**src/design/gledp_pkg.sv**
```systemverilog
// Constants for the pin and LED controller: register map, command
// fields, drive codes and timing. Assumes a 250 MHz system clock.
package gledp_pkg;
  localparam int CLK_HZ   = 250_000_000;
  localparam int PWM_HZ   = 100;
  localparam int SAMP_HZ  = 50;
  localparam int PCT_FULL = 100;
  // One PWM percent step, and one input sample period, in clock cycles
  localparam int STEP_CYC = CLK_HZ / (PWM_HZ * PCT_FULL);
  localparam int SAMP_CYC = CLK_HZ / SAMP_HZ;

  localparam int NPIN  = 13;
  localparam int NGPIO = 5;
  localparam int NLED  = 8;
  localparam logic [7:0] MAX_IDX  = 8'h0C;
  localparam logic [7:0] LED_BASE = 8'h05;
  localparam logic [6:0] PCT_LAST = 7'h63;

  // Register byte addresses
  localparam logic [4:0] A_WRITE = 5'h00;
  localparam logic [4:0] A_QUERY = 5'h04;
  localparam logic [4:0] A_REPLY = 5'h08;
  localparam logic [4:0] A_INPUT = 5'h0C;
  localparam logic [4:0] A_ISTAT = 5'h10;
  localparam logic [4:0] A_ICLR  = 5'h14;
  localparam logic [4:0] A_IEN   = 5'h18;

  // Write command word fields
  localparam int WR_IDX_LSB = 0;
  localparam int WR_ST_LSB  = 8;
  localparam int WR_CFG_LSB = 16;
  localparam int WR_CFGV    = 24;
  localparam int EDGE_LSB   = 8;

  // Configuration nibble: function bit over drive_mode_code
  localparam int F_BIT = 3;
  localparam logic [3:0] CFG_RESET = 4'h2;

  localparam logic [2:0] DM_PD      = 3'h0;
  localparam logic [2:0] DM_PP_FAST = 3'h1;
  localparam logic [2:0] DM_HIZ     = 3'h2;
  localparam logic [2:0] DM_PU      = 3'h3;
  localparam logic [2:0] DM_HI_ONLY = 3'h4;
  localparam logic [2:0] DM_PP      = 3'h5;
  localparam logic [2:0] DM_RSVD    = 3'h6;
  localparam logic [2:0] DM_LO_ONLY = 3'h7;

  localparam int PIN_SENSE = 1;
  localparam int PIN_PWR   = 2;
  localparam int PIN_RST   = 3;

  localparam int IRQ_ERR  = 0;
  localparam int IRQ_EDGE = 1;
endpackage

```
**src/design/gledp_port.sv**
```systemverilog
// Five configurable pins and eight LED dies with PWM, sampled inputs
// and edge capture. Assumes a synchronous command port on mclk and
// that pin inputs are already synchronous to mclk.
//
// Notes on behaviour
// Inputs sampled at steady 50 Hz
// Rise and fall seen since last query kept
// Levels debounced before reporting
// 0 low, 100 high, 1-99 PWM duty
// Pin index valid from 0 to 12
// Indices 5-12 are LED dies, bottom up
// Config byte ignored for LED indices
// Drive codes 000, 001, 010 decoded
// Drive codes 011, 100, 101, 111 decoded
// Reserved drive code 110 answered with error
// Function bit selects default role or user
// Host writes zero to reserved config bits
// Pins 1-3 default to host power roles
// Write sets state, optionally configuration too
// Query returns index, state, PWM, configuration
// Index above 12 rejected, nothing changed
// Query clears that pin's edge record
// Control pins high-impedance except during pulse
`timescale 1ns/10ps
module gledp_port #(
  parameter int STEP_CYC = gledp_pkg::STEP_CYC,
  parameter int SAMP_CYC = gledp_pkg::SAMP_CYC
) (
  input  wire logic                         mclk,
  input  wire logic                         sys_rst,
  input  wire logic [4:0]                   addr,
  input  wire logic [31:0]                  wdata,
  input  wire logic                         wr,
  input  wire logic                         rd,
  output logic      [31:0]                  rdata,
  input  wire logic [gledp_pkg::NGPIO-1:0]  gpio_in,
  output logic      [gledp_pkg::NGPIO-1:0]  gpio_out,
  output logic      [gledp_pkg::NGPIO-1:0]  gpio_oe_n,
  output logic      [gledp_pkg::NGPIO-1:0]  gpio_pu,
  output logic      [gledp_pkg::NGPIO-1:0]  gpio_pd,
  output logic      [gledp_pkg::NLED-1:0]   led_output_channel,
  input  wire logic                         pwr_pulse,
  input  wire logic                         pwr_level,
  input  wire logic                         rst_pulse,
  input  wire logic                         rst_level,
  output logic                              host_power_sense,
  output logic                              irq
);
  import gledp_pkg::*;

  localparam int PRE_W  = $clog2(STEP_CYC + 1);
  localparam int SAMP_W = $clog2(SAMP_CYC + 1);

  generate
    if (STEP_CYC < 1 || SAMP_CYC < 2) begin : g_bad
      $error("gledp_port: timing counts too small");
    end
  endgenerate

  typedef struct packed {
    logic [NPIN-1:0][6:0]  st;
    logic [NGPIO-1:0][3:0] cfg;
    logic [NPIN-1:0]       pwm;
    logic [PRE_W-1:0]      pre;
    logic [6:0]            pct;
    logic [SAMP_W-1:0]     samp_cnt;
    logic [NGPIO-1:0]      samp;
    logic [NGPIO-1:0]      level;
    logic [NGPIO-1:0]      rise;
    logic [NGPIO-1:0]      fall;
    logic [1:0]            qedge;
    logic [31:0]           reply;
    logic [1:0]            istat;
    logic [1:0]            ien;
    logic [31:0]           rdata;
    logic [NGPIO-1:0]      gout;
    logic [NGPIO-1:0]      oe_n;
    logic [NGPIO-1:0]      pu;
    logic [NGPIO-1:0]      pd;
    logic                  sense;
    logic                  irq;
  } gledp_state_t;

  gledp_state_t q;
  gledp_state_t n;

  logic       samp_tick;
  logic       pre_tick;
  logic [7:0] widx;
  logic [7:0] qidx;
  logic [3:0] wcfg;
  logic       wr_ok;
  logic       wr_err;
  logic       qry_ok;

  assign samp_tick = q.samp_cnt == SAMP_W'(SAMP_CYC - 1);
  assign pre_tick  = q.pre == PRE_W'(STEP_CYC - 1);
  assign widx      = wdata[WR_IDX_LSB +: 8];
  assign qidx      = wdata[WR_IDX_LSB +: 8];
  assign wcfg      = wdata[WR_CFG_LSB +: 4];
  // Reserved drive code only refused when a config byte is carried
  assign wr_err = wr && addr == A_WRITE && (widx > MAX_IDX
    || (wdata[WR_CFGV] && widx < LED_BASE && wcfg[2:0] == DM_RSVD));
  assign wr_ok  = wr && addr == A_WRITE && !wr_err;
  assign qry_ok = wr && addr == A_QUERY && qidx <= MAX_IDX;

  // Pin drive as {out, oe_n, pull-up, pull-down} for a mode and level
  function automatic logic [3:0] drive(input logic [2:0] m, input logic l);
    logic [3:0] d;
    d = 4'h4;
    unique case (m)
      DM_PD:      d = l ? 4'h8 : 4'h5;
      DM_PP_FAST: d = {l, 3'h0};
      DM_HIZ:     d = 4'h4;
      DM_PU:      d = l ? 4'h6 : 4'h0;
      DM_HI_ONLY: d = l ? 4'h8 : 4'h4;
      DM_PP:      d = {l, 3'h0};
      DM_RSVD:    d = 4'h4;
      DM_LO_ONLY: d = l ? 4'h4 : 4'h0;
    endcase
    return d;
  endfunction

  ////////////////////////////////////////////////////////////////////////
  always_comb begin
    n = q;
    n.rdata = 32'h0000_0000;

    // PWM time base: 100 percent steps per 10 ms period
    n.pre = pre_tick ? '0 : q.pre + PRE_W'(1);
    if (pre_tick) begin
      n.pct = (q.pct == PCT_LAST) ? 7'h00 : q.pct + 7'h01;
    end
    for (int i = 0; i < NPIN; i++) begin
      n.pwm[i] = q.st[i] > q.pct;
    end

    // Query: capture reply, then drop that pin's edge record
    if (qry_ok) begin
      n.reply = {4'h0, (qidx < LED_BASE) ? q.cfg[qidx[2:0]] : 4'h0,
                 7'h00, q.pwm[qidx[3:0]], 1'b0, q.st[qidx[3:0]],
                 qidx};
      n.qedge = 2'h0;
      if (qidx < LED_BASE) begin
        n.qedge = {q.rise[qidx[2:0]], q.fall[qidx[2:0]]};
        n.rise[qidx[2:0]] = 1'b0;
        n.fall[qidx[2:0]] = 1'b0;
      end
    end

    // Interrupt clear comes before every event below, so a same-cycle
    // event still lands
    if (wr && addr == A_ICLR) begin
      n.istat = q.istat & ~wdata[1:0];
    end

    // Sampling at a fixed rate; a new level needs two equal samples,
    // so chatter shorter than one period never reaches the host
    n.samp_cnt = samp_tick ? '0 : q.samp_cnt + SAMP_W'(1);
    if (samp_tick) begin
      n.samp = gpio_in;
      for (int i = 0; i < NGPIO; i++) begin
        if (gpio_in[i] == q.samp[i] && gpio_in[i] != q.level[i]) begin
          n.level[i] = gpio_in[i];
          if (gpio_in[i]) begin
            n.rise[i] = 1'b1;
          end else begin
            n.fall[i] = 1'b1;
          end
          n.istat[IRQ_EDGE] = 1'b1;
        end
      end
    end

    // Write command: state always, config only for pins 0-4
    if (wr_ok) begin
      n.st[widx[3:0]] = wdata[WR_ST_LSB +: 7];
      if (wdata[WR_CFGV] && widx < LED_BASE) begin
        n.cfg[widx[2:0]] = wcfg;
      end
    end

    // Error flags and interrupt enable
    if (wr_err || (wr && addr == A_QUERY && !qry_ok)) begin
      n.istat[IRQ_ERR] = 1'b1;
    end
    if (wr && addr == A_IEN) begin
      n.ien = wdata[1:0];
    end
    n.irq = |(n.istat & n.ien);

    if (rd) begin
      unique case (addr)
        A_REPLY: n.rdata = q.reply;
        A_INPUT: n.rdata = {22'h0, q.qedge, 3'h0, q.level};
        A_ISTAT: n.rdata = {30'h0, q.istat};
        A_IEN:   n.rdata = {30'h0, q.ien};
        default: n.rdata = 32'h0000_0000;
      endcase
    end

    // Pin drivers: user mode follows PWM, default role otherwise
    n.sense = q.level[PIN_SENSE];
    for (int i = 0; i < NGPIO; i++) begin
      if (q.cfg[i][F_BIT]) begin
        {n.gout[i], n.oe_n[i], n.pu[i], n.pd[i]} =
          drive(q.cfg[i][2:0], q.pwm[i]);
      end else if (i == PIN_PWR) begin
        {n.gout[i], n.oe_n[i], n.pu[i], n.pd[i]} =
          {pwr_level, !pwr_pulse, 2'b00};
      end else if (i == PIN_RST) begin
        {n.gout[i], n.oe_n[i], n.pu[i], n.pd[i]} =
          {rst_level, !rst_pulse, 2'b00};
      end else begin
        {n.gout[i], n.oe_n[i], n.pu[i], n.pd[i]} = 4'h4;
      end
    end
  end

  always_ff @(posedge mclk or posedge sys_rst) begin
    if (sys_rst) begin
      q      <= '0;
      q.cfg  <= {NGPIO{CFG_RESET}};
      q.oe_n <= '1;
    end else begin
      q <= n;
    end
  end

  ////////////////////////////////////////////////////////////////////////
  assign rdata            = q.rdata;
  assign gpio_out         = q.gout;
  assign gpio_oe_n        = q.oe_n;
  assign gpio_pu          = q.pu;
  assign gpio_pd          = q.pd;
  assign led_output_channel = q.pwm[NPIN-1:NGPIO];
  assign host_power_sense = q.sense;
  assign irq              = q.irq;
endmodule

```
**config.mk**
```make
export PLATFORM = sky130hd
export DESIGN_NAME = gledp_port
export DESIGN_NICKNAME = d
export VERILOG_FILES = /design/src/design/gledp_pkg.sv /design/src/design/gledp_port.sv
export SDC_FILE = /design/constraint.sdc
export NUM_CORES = 1
export LEC_CHECK = 0
export ABC_AREA = 1
export BUFFER_PORTS_ARGS = -buffer_cell sky130_fd_sc_hd__buf_2
export CORE_MARGIN = 2
export CORE_UTILIZATION = 50
export CTS_CLUSTER_SIZE = 30
export DETAILED_ROUTE_END_ITERATION = 8
export PLACE_DENSITY = 0.82
export SYNTH_ARGS = -nofsm -noshare
export SYNTH_HDL_FRONTEND = slang
export SYNTH_SLANG_ARGS = --single-unit
```
**constraint.sdc**
```tcl
create_clock -name mclk -period 7.55 [get_ports mclk]
set_input_delay 0 -clock mclk [delete_from_list [all_inputs] [get_ports mclk]]
set_output_delay 0 -clock mclk [all_outputs]
set_load 0.01 [all_outputs]
```
==> impl_results.md <==
* Status: complete, no violations
* Die area at 30700 µm²
* Initial core utilization at 50.9%
* FFs w/ async S/R, synth at 100%
* R2r setup slk at 5.47 ns
* Routed met2 length at 18.4 mm
* Util after Layout at 57.1%
* CTS max path bufs at 3
* Reg-to-reg endpoint: led_output_channel[4]
* Post-Place Setup Slack at 5.10 ns
* Switch share at 22.1%
* Fin worst setup slack at 4.80 ns
* Post-synthesis sequential area ratio at 43.9%
* Arrival @ worst endpoint at 3.23 ns
* Die span in x at 175 µm
* Synth Area in Simple Gates at 30.4%
* Setup Fix Bufs, Post-CTS at 0
* EDFF count, synth at 0
* First-pass GRT wire length at 62.3 mm
* TritonCTS clock tree: done
* Slew Viols, Final at 0
* Clk sinks at 257
* Vias in the first global route at 12500
* M1 WL at 15.6 mm
* Crit path launch type: primary input
* Clk root buf: clkbuf_16
* Peak VDD IR at 168 µV
* Path depth of the worst reg2reg path at 6
* Global route overflow at 0
* Hold endpoint: q[54]
* P per Cell Area at 188 nW/µm²
* Max_cap viols at 0
* Reg power frac at 45.3%
* Aggregate routed wire length at 38.7 mm
* HP Start: addr[1]
* Switch Pwr at 682 µW
* Drt wl/cell at 16.8 µm
* Fillers at 2390
* Critical path peak fanout at 5
* Gpl congestion at 0.924
* Cell-internal power at 2400 µW
* ANT nets after route at 0
* Slew Limit Headroom at 12.3%
* Top sig layer: met4
* Total number of vias at 12700
* Distinct cells, synth at 44
* Met3 WL post-DR at 2.97 mm
* Synth Area in Compound Gates at 6.96%
* Storage cell area at 6440 µm²
* Area of the core at 28800 µm²
* Slowest stage cell on the critical path: dlygate4sd3_1
* Hold WC Path Type: primary input to register
* Clock network fraction of total power at 49.8%
* FP Rows at 62
* Nets@finish at 2045
* Ys flop type: dfrtp_1
* Drt first pass iters at 6
* Largest stage delay, worst path at 0.67 ns
* Leakage at 0.00897 µW
* Initial antenna violation count at 1
* Combinational family with the most area after synthesis: simple AND/OR/NAND/NOR gates
* CTS clk-pin slew, worst paths at 0.06 ns
* Synthesized area per cell at 8.03 µm²
* Seq cells post-synth at 257
* Die height at 175 µm
* Layout area overhead at 12.1%
* CP Capture Type: register
* Tmin final at 2.75 ns
* Final hold viol count at 0
* Final period util at 36.5%
* Logic gate share of total power at 4.9%
* CTS resizes at 0
* Top-Level Pins at 112
* Setup repair after global routing missed its margin: no
* Crit path top cell by count: dlygate4sd3_1
* Largest net degree at the start of global routing at 129
* Num CTS Buffers at 28
* H-tree depth at 1
* WP data required at 8.03 ns
* Xor/xnor cell area share of the yosys netlist at 1.19%
* Yosys warning count at 0
* Hold path cells at 5
* Type of the worst setup path: primary input to register
* Critical-path cell list: dlygate4sd3_1 -> buf_2 -> nor2_2 -> dlygate4sd3_1 -> nand4_1 -> dlygate4sd3_1 -> o22ai_1 -> dlygate4sd3_1 -> inv_1 -> nor2_1
* DR iter-0 viols at 1221
* Slew @ Worst Pin at 1.31 ns
* Dpl hpwl at 26.0 mm
* Share of layout cells above drive strength 1 at 11.1%
* Final setup violating endpoints at 0
* Mux share of post-synthesis cell area at 0%
* IO buf count at 87
* Post-Synth Adder-Cell Area at 8.02%
* Synth Cell Area at 14700 µm²
* Worst skew pair latency at 0.54 ns
* R2r startpoint: q[139]
* Multi-input gate area at 6880 µm²
* Drc violations at 0
* Clk_skew at 0.00880 ns
* Setup tns final at 0 ns
* Total track usage at 25.3%
* Fmax at 0.363 GHz
* Cells after synthesis at 1825
* Mean number of vias per cell at 5.49
layout make-up:
cell class / instances / share of cell area, %
Clock inverter: 14 / 1.37
Tap cell: 384 / 2.92
Multi-Input combinational cell: 1287 / 41.8
Inverter: 202 / 4.66
Sequential cell: 257 / 39.2
Timing Repair Buffer: 125 / 4.93
Clock buffer: 38 / 5.05
Antenna cell: 1 / 0.0152
worst max-delay path, delay by kind of cell:
kind                   cells  cell delay, ns
AOI/OAI and AO/OA          1            0.18
buffers and inverters      6            2.65
and+or+nand+nor            3            0.39
cells in the final DEF (no fill, tap or decap), types with 3 or more instances in the layout:
cell,netlist,final
dfrtp_1,247,247
a2bb2oi_1,11,11
nand4_1,43,43
inv_2,8,8
ha_1,94,94
a31oi_1,4,4
nand3_1,58,58
clkbuf_16,0,29
o22ai_1,5,5
clkbuf_8,0,7
nor2_1,191,191
nand2_1,585,585
inv_1,194,193
dlygate4sd3_1,0,36
or2_2,8,8
nand2_2,3,3
clkinv_2,0,6
conb_1,1,12
o31ai_1,4,4
o211ai_1,4,4
nor2_8,12,12
bufinv_16,0,6
nand3_4,11,11
o21ai_1,11,11
dfstp_2,10,10
nor2_4,10,10
a22oi_1,15,15
a21oi_1,52,52
nor2_2,10,10
nor4_1,6,6
buf_2,10,87
xor2_1,19,19
nor3_1,41,41
o21ai_0,63,63
power groups by stage:
stage | Combinational [µW] | Clock [µW] | Sequential [µW]
final | 152 | 1530 | 1400
after global routing | 167 | 1610 | 1400
after CTS | 149 | 1550 | 1400
after detailed placement | 135 | 0 | 1420
after global placement | 132 | 0 | 1420
after floorplan | 92.8 | 0 | 1420
sequential cells by signal (all words and copies together) (netlist names):
register            count
q                     206
rdata                  20
led_output_channel      8
gpio_oe_n               5
gpio_out                5
gpio_pd                 5
gpio_pu                 5
host_power_sense        1
irq                     1
n                       1
through the flow:
stage                     hold WS (ns)  power [µW]  cells  area [µm²]
after floorplan                 0.0630        1510   1836       14700
after global placement           0.153        1550   2219       15000
after detailed placement         0.166        1560   2219       15000
after CTS                     0.000195        3090   2307       16400
after global routing            0.0765        3170   2308       16400
final                           0.0419        3080   2308       16400
worst max path at each step:
stage              from     endpoint  depth (start not counted)
3_3_place_gp   wdata[0]       q[260]                          8
4_1_cts         addr[0]     rdata[3]                         10
3_5_place_dp   wdata[0]       q[263]                          9
6_report        addr[0]     rdata[3]                         10
2_1_floorplan   sys_rst  gpio_out[0]                          1
5_1_grt         addr[0]     rdata[3]                         10
synth_stat cells (3+ instances only):
| cell type | number | area, µm² |
|---|---|---|
| a21oi_1 | 52 | 260 |
| a22oi_1 | 15 | 113 |
| a2bb2oi_1 | 11 | 96.3 |
| a31oi_1 | 4 | 25.0 |
| buf_1 | 7 | 26.3 |
| buf_2 | 10 | 50.1 |
| buf_4 | 63 | 473 |
| buf_6 | 3 | 33.8 |
| clkbuf_1 | 6 | 22.5 |
| dfrtp_1 | 247 | 6180 |
| dfstp_2 | 10 | 263 |
| ha_1 | 94 | 1180 |
| inv_1 | 194 | 728 |
| inv_2 | 8 | 30.0 |
| nand2_1 | 585 | 2200 |
| nand2_2 | 3 | 18.8 |
| nand3_1 | 58 | 290 |
| nand3_4 | 11 | 193 |
| nand4_1 | 43 | 269 |
| nor2_1 | 191 | 717 |
| nor2_2 | 10 | 62.6 |
| nor2_4 | 10 | 113 |
| nor2_8 | 12 | 240 |
| nor3_1 | 41 | 205 |
| nor4_1 | 6 | 37.5 |
| o211ai_1 | 4 | 30.0 |
| o21ai_0 | 63 | 315 |
| o21ai_1 | 11 | 55.1 |
| o22ai_1 | 5 | 31.3 |
| o31ai_1 | 4 | 30.0 |
| or2_2 | 8 | 50.1 |
| xor2_1 | 19 | 166 |
layer usage:
layer	vias up	global-route usage, %
met2	599	42.6
met3	154	3.92
li1	5940	-
met1	5967	32.1
met5	-	0
met4	0	11.8
what timing repair did:
| item | in CTS | in global routing |
|---|---|---|
| endpoints found under the hold margin | 266 | 0 |
| hold buffers | 36 | 0 |
| endpoints found under the setup margin | 0 | 0 |
logic make-up after synthesis:
kind of cell | count (synthesis)
other | 1
AND/OR/NAND/NOR | 984
buffers and inverters | 292
AO/OA/AOI/OAI | 177
XOR/XNOR | 20
flip-flops | 257
adder cells (fa/ha/maj) | 94
No activity file was read; power rests on OpenSTA's default activity.
